### src/hw/refresh_ctl_defs.svh
// Constants for the refresh and self-refresh control ends.
//----------------------------------------------------------------------
//----------------------------------------------------------------------
`ifndef REFRESH_CTL_DEFS_SVH
`define REFRESH_CTL_DEFS_SVH
`define CLK_NS 40
`define TRP_NS 14
`define TRFC_NS 260
`define TCKE_NS 80
`define TCKSRE_NS 80
`define TCKSRX_NS 80
`define TXS_NS 270
`define TXSDLL_CYC 512
`define TREFI_NS 7800
`define TCCD_CYC 4
`define DEBT_MAX 8
`define CNT_W 16
`define ROW_W 15
`define COL_W 10
`define CEIL_CYC(ns) (((ns) + `CLK_NS - 1) / `CLK_NS)
`endif

### src/hw/refresh_ctl_pkg.sv
// Types shared by both ends of the refresh control link.
package refresh_ctl_pkg;
  typedef enum logic [2:0] {
    CMD_NOP = 3'h0,
    CMD_REF = 3'h1,
    CMD_SRE = 3'h2,
    CMD_RD = 3'h3,
    CMD_WR = 3'h4,
    CMD_OTHER = 3'h5
  } cmd_t;
  typedef enum logic [2:0] {
    DEV_IDLE = 3'h0,
    DEV_REFRESH = 3'h1,
    DEV_SELF = 3'h3,
    DEV_EXIT = 3'h2
  } dev_state_t;
  typedef enum logic [2:0] {
    CTL_READY = 3'h0,
    CTL_REF_WAIT = 3'h1,
    CTL_SELF = 3'h3,
    CTL_EXIT = 3'h2,
    CTL_PREP = 3'h6
  } ctl_state_t;
endpackage : refresh_ctl_pkg

### src/hw/dram_cmd_if.sv
// Command pins between the controller and the memory device.
`timescale 1ns/10ps
`include "refresh_ctl_defs.svh"
interface dram_cmd_if;
  logic cs_n;
  logic ras_n;
  logic cas_n;
  logic we_n;
  logic cke;
  logic a12;
  logic [`COL_W-1:0] col;
  logic reset_n;
  logic clk_en;
  modport device (
    input cs_n, ras_n, cas_n, we_n, cke, a12, col, reset_n, clk_en
  );
  modport controller (
    output cs_n, ras_n, cas_n, we_n, cke, a12, col, reset_n, clk_en
  );
endinterface : dram_cmd_if

### src/hw/cycle_timer.sv
// Loadable down-counter that reports when a wait has run out.
`timescale 1ns/10ps
module cycle_timer #(
  parameter int W = 16
) (
  // Clock and reset.
  input wire logic clk,
  input wire logic rst,
  // Control.
  input wire logic load,
  input wire logic [W-1:0] value,
  // Status.
  output logic done
);
  typedef struct packed {
    logic [W-1:0] cnt;
  } timer_state_t;
  timer_state_t s;
  timer_state_t next_s;

  always_comb begin
    next_s = s;
    if (load) begin
      next_s.cnt = value;
    end else if (s.cnt != '0) begin
      next_s.cnt = s.cnt - 1'b1;
    end
  end

  always_ff @(posedge clk) begin
    if (rst) begin
      s <= '0;
    end else begin
      s <= next_s;
    end
  end

  assign done = (s.cnt == '0) && !load;
endmodule : cycle_timer

### src/hw/dram_refresh_device.sv
// Device end: command decode, refresh, self-refresh and DLL handling.
`timescale 1ns/10ps
`include "refresh_ctl_defs.svh"
module dram_refresh_device #(
  parameter int TREFI_CYC = `CEIL_CYC(`TREFI_NS)
) (
  // Clock and reset.
  input wire logic clk,
  input wire logic rst,
  // Link.
  dram_cmd_if.device link,
  // Status toward the user side.
  output refresh_ctl_pkg::dev_state_t state,
  output logic [`ROW_W-1:0] refresh_row,
  output logic refresh_pulse,
  output logic dll_on,
  output logic dll_reset,
  output logic burst_length_eight,
  output logic [`COL_W-1:0] column,
  output logic access_pulse,
  output logic clk_gated
);
  import refresh_ctl_pkg::*;

  localparam int TRFC_CYC = `CEIL_CYC(`TRFC_NS);
  localparam int TXS_CYC = `CEIL_CYC(`TXS_NS);

  typedef struct packed {
    logic [1:0][5:0] sync;
    logic [1:0][`COL_W-1:0] col_sync;
    dev_state_t st;
    logic [`ROW_W-1:0] row;
    logic [`CNT_W-1:0] self_cnt;
    logic ref_pulse;
    logic dll;
    logic dll_rst;
    logic bl8;
    logic [`COL_W-1:0] col;
    logic acc;
    logic gated;
  } dev_reg_t;
  dev_reg_t s;
  dev_reg_t next_s;
  logic [5:0] pins;
  logic [5:0] p;
  cmd_t cmd;
  logic wait_load;
  logic [`CNT_W-1:0] wait_value;
  logic wait_done;

  // Pin inputs cross from the controller through two flops.
  assign pins = {link.cs_n, link.ras_n, link.cas_n, link.we_n, link.cke,
                 link.a12};
  assign p = s.sync[1];

  // Command decode from synchronised pins.
  always_comb begin
    cmd = CMD_NOP;
    if (!p[5]) begin
      if (!p[4] && !p[3] && p[2]) begin
        cmd = p[1] ? CMD_REF : CMD_SRE;
      end else if (p[4] && !p[3] && p[2]) begin
        cmd = CMD_RD;
      end else if (p[4] && !p[3] && !p[2]) begin
        cmd = CMD_WR;
      end else if (!(p[4] && p[3] && p[2])) begin
        cmd = CMD_OTHER;
      end
    end
  end

  // Refresh and exit waits share one timer. Its load comes from
  // registered state only, so done never feeds back into load.
  assign wait_load = (s.st == DEV_IDLE && cmd == CMD_REF) ||
                     (s.st == DEV_SELF && p[1]);
  assign wait_value = (s.st == DEV_SELF) ? `CNT_W'(TXS_CYC)
                                         : `CNT_W'(TRFC_CYC);

  cycle_timer #(
    .W(`CNT_W)
  ) cycle_timer_i (
    .clk(clk),
    .rst(rst || !link.reset_n),
    .load(wait_load),
    .value(wait_value),
    .done(wait_done)
  );

  always_comb begin
    next_s = s;
    next_s.sync[0] = pins;
    next_s.sync[1] = s.sync[0];
    // The column travels with the command pins, so it sees the same
    // two flops and lines up with the decoded command.
    next_s.col_sync[0] = link.col;
    next_s.col_sync[1] = s.col_sync[0];
    next_s.ref_pulse = 1'b0;
    next_s.acc = 1'b0;
    next_s.dll_rst = 1'b0;
    case (s.st)
      DEV_IDLE: begin
        // Address pins play no part in refresh rows.
        if (cmd == CMD_REF) begin
          next_s.row = s.row + 1'b1;
          next_s.ref_pulse = 1'b1;
          next_s.st = DEV_REFRESH;
        end else if (cmd == CMD_SRE) begin
          next_s.st = DEV_SELF;
          next_s.dll = 1'b0;
          next_s.gated = 1'b1;
          next_s.self_cnt = '0;
          // First internal refresh fires on entry, inside tCKE.
          next_s.row = s.row + 1'b1;
          next_s.ref_pulse = 1'b1;
        end else if (cmd == CMD_RD || cmd == CMD_WR) begin
          // A12 picks the burst; it never reaches the column.
          next_s.bl8 = p[0];
          next_s.col = s.col_sync[1];
          next_s.acc = 1'b1;
        end
      end
      DEV_REFRESH: begin
        // Any command is ignored until the refresh cycle ends.
        if (wait_done) begin
          next_s.st = DEV_IDLE;
        end
      end
      DEV_SELF: begin
        // Only CKE and reset are watched here.
        if (s.self_cnt >= `CNT_W'(TREFI_CYC - 1)) begin
          next_s.self_cnt = '0;
          next_s.row = s.row + 1'b1;
          next_s.ref_pulse = 1'b1;
        end else begin
          next_s.self_cnt = s.self_cnt + 1'b1;
        end
        if (p[1]) begin
          next_s.st = DEV_EXIT;
          next_s.gated = 1'b0;
          next_s.dll = 1'b1;
          next_s.dll_rst = 1'b1;
        end
      end
      DEV_EXIT: begin
        // Internal refresh in progress completes during tXS.
        if (wait_done) begin
          next_s.st = DEV_IDLE;
        end
      end
      default: begin
        next_s.st = DEV_IDLE;
      end
    endcase
  end

  // Reset pin from the controller acts like the local reset.
  always_ff @(posedge clk) begin
    if (rst || !link.reset_n) begin
      s <= '0;
      s.sync <= {2{6'h3F}};
      s.dll <= 1'b1;
    end else begin
      s <= next_s;
    end
  end

  // Write strobe slips only affect stored data; no state here depends
  // on strobe timing, so the device keeps running.
  always_ff @(posedge clk) begin
    if (rst) begin
      state <= DEV_IDLE;
      refresh_row <= '0;
      refresh_pulse <= 1'b0;
      dll_on <= 1'b1;
      dll_reset <= 1'b0;
      burst_length_eight <= 1'b0;
      column <= '0;
      access_pulse <= 1'b0;
      clk_gated <= 1'b0;
    end else begin
      state <= s.st;
      refresh_row <= s.row;
      refresh_pulse <= s.ref_pulse;
      dll_on <= s.dll;
      dll_reset <= s.dll_rst;
      burst_length_eight <= s.bl8;
      column <= s.col;
      access_pulse <= s.acc;
      clk_gated <= s.gated;
    end
  end
endmodule : dram_refresh_device

### src/flat_wrapper.sv
// flat-port wrapper written by rule: the top's interface ports become plain ports
module dram_refresh_device_flat import refresh_ctl_pkg::*;
#(
  parameter int TREFI_CYC = `CEIL_CYC(`TREFI_NS)
)
  (clk, rst, state, refresh_row, refresh_pulse, dll_on, dll_reset, burst_length_eight, column, access_pulse, clk_gated, link_cs_n, link_ras_n, link_cas_n, link_we_n, link_cke, link_a12, link_col, link_reset_n, link_clk_en);
  dram_cmd_if link_i ();
  input wire logic clk;
  input wire logic rst;
  output refresh_ctl_pkg::dev_state_t state;
  output logic [`ROW_W-1:0] refresh_row;
  output logic refresh_pulse;
  output logic dll_on;
  output logic dll_reset;
  output logic burst_length_eight;
  output logic [`COL_W-1:0] column;
  output logic access_pulse;
  output logic clk_gated;
  input wire logic [$bits(link_i.cs_n)-1:0] link_cs_n;
  input wire logic [$bits(link_i.ras_n)-1:0] link_ras_n;
  input wire logic [$bits(link_i.cas_n)-1:0] link_cas_n;
  input wire logic [$bits(link_i.we_n)-1:0] link_we_n;
  input wire logic [$bits(link_i.cke)-1:0] link_cke;
  input wire logic [$bits(link_i.a12)-1:0] link_a12;
  input wire logic [$bits(link_i.col)-1:0] link_col;
  input wire logic [$bits(link_i.reset_n)-1:0] link_reset_n;
  input wire logic [$bits(link_i.clk_en)-1:0] link_clk_en;
  assign link_i.cs_n = link_cs_n;
  assign link_i.ras_n = link_ras_n;
  assign link_i.cas_n = link_cas_n;
  assign link_i.we_n = link_we_n;
  assign link_i.cke = link_cke;
  assign link_i.a12 = link_a12;
  assign link_i.col = link_col;
  assign link_i.reset_n = link_reset_n;
  assign link_i.clk_en = link_clk_en;
  dram_refresh_device #(.TREFI_CYC(TREFI_CYC)) u_core (.clk(clk), .rst(rst), .link(link_i), .state(state), .refresh_row(refresh_row), .refresh_pulse(refresh_pulse), .dll_on(dll_on), .dll_reset(dll_reset), .burst_length_eight(burst_length_eight), .column(column), .access_pulse(access_pulse), .clk_gated(clk_gated));
endmodule
### config.mk
export PLATFORM = sky130hd
export DESIGN_NAME = dram_refresh_device_flat
export DESIGN_NICKNAME = d
export VERILOG_FILES = /design/src/hw/refresh_ctl_pkg.sv /design/src/hw/dram_cmd_if.sv /design/src/hw/cycle_timer.sv /design/src/hw/dram_refresh_device.sv /design/src/flat_wrapper.sv
export VERILOG_INCLUDE_DIRS = /design/src /design/src/hw
export SDC_FILE = /design/constraint.sdc
export NUM_CORES = 1
export LEC_CHECK = 0
export BUFFER_PORTS_ARGS = -buffer_cell sky130_fd_sc_hd__buf_2
export CAP_MARGIN = 5
export CELL_PAD_IN_SITES_DETAIL_PLACEMENT = 2
export CELL_PAD_IN_SITES_GLOBAL_PLACEMENT = 2
export CORE_MARGIN = 2
export CORE_UTILIZATION = 36
export DETAILED_ROUTE_END_ITERATION = 7
export GPL_TIMING_DRIVEN = 1
export PLACE_DENSITY = 0.8
export SLEW_MARGIN = 10
export SYNTH_ARGS = -nofsm -noshare
export SYNTH_HDL_FRONTEND = slang
export SYNTH_SLANG_ARGS = --single-unit
### constraint.sdc
create_clock -name clk -period 2.5 [get_ports clk]
set_input_delay 0.625 -clock clk [delete_from_list [all_inputs] [get_ports clk]]
set_output_delay 0.625 -clock clk [all_outputs]
set_load 0.02 [all_outputs]
Word-level counts from Yosys, hierarchy flattened --
Cells that the tools add are included. W data, S select, Z words.
Word-level totals: word-level logic and storage cells 104, register bits after elaboration 132, input port bits 20
Cells by class: $lt $le $gt $ge 1, multiplexer cells 26, eq/ne operators 13, bitwise logic cells 4, add/sub/neg operators 3, reductions and logical operators 32
Operators with widths (count):
- $pmux W33 S2 | 1
- $mux W36 | 1
- $mux W16 | 2
- $mux W3 | 9
- $mux W18 | 1
- $add A16 B1 Y16 const B | 1
- $ge A16 B8 Y1 const B | 1
- $logic_not A16 Y1 | 1
- $reduce_bool A16 Y1 | 1
- $sub A16 B1 Y16 const B | 1
- $add A15 B1 Y15 const B | 1
- $mux W15 | 1
- $eq A3 B2 Y1 const B | 4
- $logic_and A1 B1 Y1 | 10
- $pmux W3 S3 | 1
- $reduce_and A3 Y1 | 3
- $reduce_and A4 Y1 | 2
- $mux W1 | 7
- $eq A3 B1 Y1 const B | 2
- $ne A2 B2 Y1 const B | 3
- $reduce_or A2 Y1 | 3
- $logic_not A1 Y1 | 5
- $mux W2 | 2
- $ne A2 B1 Y1 const B | 2
- other kinds (8) | 14

Longest topological paths before layout --
depth after elaboration 14, mapped depth 9

By module --
A second synthesis with hierarchy kept.
Unflattened totals: cells, all modules 547, area total of the unflattened synthesis 5046.1 um2
Modules (own cells, without submodules):
- dram_refresh_device | cells an instance 427, times used 1, area an instance 4055.1 um2, sequential area each 2282.2 um2
- cycle_timer | cells an instance 120, times used 1, area an instance 991.0 um2, sequential area each 320.3 um2

Worst setup path before layout --
OpenSTA, ideal clock, no wires.
kind reg-to-reg, from reg u_core.s[47] (netlist name), to reg u_core.s[0] (netlist name), cell stages (with the launch flop) 10, slack 0.558 ns, arrival 1.815 ns, required time 2.372 ns, setup time 0.128 ns, clock period less this slack 1.942 ns, cell sequence dfxtp_1 -> inv_1 -> ha_1 -> buf_2 -> nor2b_1 -> a31oi_1 -> clkbuf_1 -> nor2_1 -> a21oi_1 -> nor2_1
On the way: longest elaborated chain between the ends 3, elaborated cells between the ends (all ways) 8, classes of those cells eq/ne (4); mux (1); reduce/logical (3)
RTL lines:
- start, declared | RTL line dram_refresh_device.sv:42 | dev_reg_t s;
- start signal, assigned | RTL line dram_refresh_device.sv:163 | s <= next_s;
- $eq A3 B2 Y1 / $logic_not A3 Y1 (equally long branches) | RTL line dram_refresh_device.sv:100 | case (s.st)
- $ne A2 B1 Y1 (no source line) (tied with other cells)
- $reduce_and A4 Y1 (no source line)
Several ways; a longest one is shown, not always the timed one. A chain may end at the register's enable or synchronous reset.

Worst setup path after layout --
from reg u_core.s[47] (netlist name), to reg u_core.cycle_timer_i.s[3] (netlist name)
On the way: longest elaborated chain between the ends 4, elaborated cells between the ends (all ways) 6, classes of those cells eq/ne (1); reduce/logical (5)
RTL lines:
- $eq A3 B2 Y1 / $logic_not A3 Y1 (equally long branches) | RTL line dram_refresh_device.sv:75, dram_refresh_device.sv:74
- $logic_and A1 B1 Y1, on equally long branches | RTL line dram_refresh_device.sv:75, dram_refresh_device.sv:74
- $logic_or A1 B1 Y1 * | RTL line dram_refresh_device.sv:74 | assign wait_load = (s.st == DEV_IDLE && cmd == CMD_REF) ||
- $reduce_or A2 Y1 (no source line) *
- end signal, assigned | RTL line cycle_timer.sv:34 | s <= next_s;
- end, declared | RTL line cycle_timer.sv:18 | timer_state_t s;
Mark *: on every way between the ends. The rest lies on a longest branch, timed or not.

==> out/qor.yml <==
status: "finished clean"
detail-route-antenna-nets: 0
cts_hold_buf: 0
gp_congestion: 0.741
worstPathArrival_ns: 2.54
die-area_um2: 14200
antenna_found_initial: 0
dr.pass1.iters: 4
synth_most_common_cell: "dfxtp_1"
tightest_slew_ns: 0.590
cts_setup_buffers: 0
fmax_ghz: 0.455
hold_viol_final: 0
fp.dieW_um: 119
yosys_warnings: 0
ys_seq_area_share_pct: 54.7
clockBufferDepth: 2
num_vias: 3807
relSlewSlack_pct: 59.7
reg2reg_slack_ns: 0.30
wire_per_inst_um: 16.3
ys_ff_latch: 130
yosys.area.top_type: "dfxtp_1"
n_fill_cell: 1402
ir_worst_vdd_mv: 0.429
drc: 0
antenna_cells: 0
coreArea_um2: 13100
hp-start: "link_ras_n"
drive_gt1_share_pct: 18.7
clkTransAtPathRegs_ns: 0.06
period_share_pct: 87.9
tns_ns: 0
synthFlopType: "dfxtp_1"
finClkSkew_ns: 0.00694
fin_crit_ns: 2.20
holdPathEnd: "u_core.next_s[80]$_SDFF_PP1_"
synth_top_area_share_pct: 54.7
row_count: 42
rr_endpoint: "u_core.cycle_timer_i.s[3]$_SDFFE_PP0P_"
vias_per_cell: 5.02
drtIter0Drc: 156
cts_buffers: 17
hold_class: "in -> reg"
synth_area_um2: 4760
ios: 54
slew_violations: 0
cp.required_ns: 2.84
synth.distinct_cells: 52
start_util_pct: 36.4
cts_sinks: 130
insertion_delay_ns: 0.42
postSynth.asyncResetShare_pct: 0
power.total_w: 0.00532
area_growth_pct: 21.8
r2r-start: "u_core.s[47]$_SDFFE_PP0P_"
h-tree-depth: 4
fin_worst_hold_slack_ns: 0.379
power.density_nw_per_um2: 917
synth_nets: 536
synthCells: 509
min_delay_path_depth: 2
ys_top_cells_by_area: "dfxtp_1 55%, nor2b_1 4.3%, a21oi_1 4.2%"
dp.cells: 726
rsz0062_at_grt: "false"
finalWirelength_um: 12400
path_class: "reg -> reg"
grt_pass1_wl_um: 21000
reg2regPathDepth: 6
port_buffers: 51
grt_usage_pct: 18.8
p_leak_nw: 2.20
start_kind: "flop"
worstPathMaxFanout: 13
grt_pass1_vias: 4171
finalSetupViolCount: 0
worstSetupEndpointType: "flop"
cts_resized: 0
final_util_pct: 44.3
dieHeight_um: 119
synth-edff-count: 0
yosys-top-cells-count: "130 x dfxtp_1, 48 x nand2_1, 48 x nor2_1"
clock-root-buffer: "clkbuf_16"
slowest_stage: "nand2_1"
grt_overflow_total: 0
dp_hpwl_um: 8090
cts_tree: "yes"
fin_cells: 758
path_cells: "inv_1, ha_1, and2_1, o21ai_0, nand2_1, a21oi_1"
max_stage_delay_ns: 0.44
syn-mean-instance-area_um2: 9.35
maxCapViolations: 0
fin_nets: 596
grt_max_degree: 34
==> routing by layer <==
| layer | wire length [µm] | share of wire (%) | track usage [%] | up-vias |
|---|---|---|---|---|
| li1 | - | - | - | 1876 |
| met1 | 5290 | 43 | 21.6 | 1864 |
| met2 | 6500 | 53 | 33.1 | 51 |
| met3 | 362 | 2.9 | 4.74 | 16 |
| met4 | 218 | 1.8 | 7.89 | 0 |
| met5 | 0 | 0 | 0 | - |
==> kinds of logic after synthesis <==
logic type / count (synthesis) / share of synthesized area (%)
AOI/OAI and AO/OA: 88 / 11.0
xor gates and xnor gates: 12 / 2.21
adders and majority gates: 7 / 1.84
muxes: 1 / 0.237
and+or+nand+nor: 241 / 27.3
DFF: 130 / 54.7
buffers and inverters: 29 / 2.63
other: 1 / 0.0788
==> area by class of cell <==
cell class	count	area [µm²]	area share (%)
clock inverters	14	120	2.07
well taps	176	220	3.80
flip-flops and latches	130	2600	44.9
inverters	7	26.3	0.453
multi-input cells	350	2040	35.2
repair buffers	63	345	5.96
clock buffers	18	439	7.58
==> worst max-delay path: cells and delay by family (launching register included) <==
family / cells / cell delay [ns]
AND/OR/NAND/NOR: 2 / 0.67
AO/OA/AOI/OAI: 2 / 0.62
adder cells (fa/ha/maj): 1 / 0.37
flip-flops: 1 / 0.34
buffers and inverters: 1 / 0.11
==> power by group <==
group / switching, W / leakage, nW / total (W) / internal [W]
registers: 0.0000777 / 1.05 / 0.00222 / 0.00214
clock network: 0.00102 / 0.269 / 0.00234 / 0.00132
logic: 0.000430 / 0.884 / 0.000756 / 0.000326
==> placed cells by master, fill, tap and decap left out, types with 3 or more instances in the layout <==
cell type   instances
nand2b_1           14
o31ai_1             9
ha_1                7
nand4_1             8
nor3_1              7
xnor2_1             4
and3_1              4
xor2_1              8
a31oi_1             9
nand2_1            48
nand3_1            20
or4_1               8
inv_1               7
o21ai_0            15
buf_4              12
or2_2               3
nor4_1              6
a21oi_1            40
clkbuf_16          17
or3_1               7
a211oi_1            3
and2_1             22
buf_2              51
clkinvlp_4          3
nor2_1             48
dfxtp_1           130
inv_6               6
nor2b_1            32
==> flip-flops by register name (all words and copies together), names as in the netlist, 2 cells and up <==
name and flops:
u_core.refresh_row 15, u_core.next_s 16, u_core.cycle_timer_i.s 16, u_core.p 6
u_core.column 10, u_core.s 59, u_core.state 2
==> worst max path at each step <==
stage,start,end,slack [ns],cells after the start
after CTS,u_core.s[28]$_SDFFE_PP0P_,u_core.s[38]$_SDFFE_PP0P_,0.24,5
after detailed placement,u_core.s[17]$_SDFFE_PP0P_,u_core.s[42]$_SDFFE_PP0P_,0.29,6
final,u_core.s[47]$_SDFFE_PP0P_,u_core.cycle_timer_i.s[3]$_SDFFE_PP0P_,0.30,6
after floorplan,u_core.s[47]$_SDFFE_PP0P_,u_core.s[0]$_SDFFE_PP0P_,0.56,9
after global placement,u_core.p[3]$_SDFF_PP1_,u_core.s[42]$_SDFFE_PP0P_,0.37,5
after global routing,u_core.s[47]$_SDFFE_PP0P_,u_core.cycle_timer_i.s[3]$_SDFFE_PP0P_,0.08,6
==> metrics by stage <==
stage | setup WS [ns] | area (µm²)
floorplan | 0.558 | 4760
global placement | 0.370 | 5230
detailed placement | 0.286 | 5230
CTS | 0.241 | 5790
global route | 0.0768 | 5800
finish | 0.302 | 5800
Note: power is estimated with default switching activity, not from simulation.
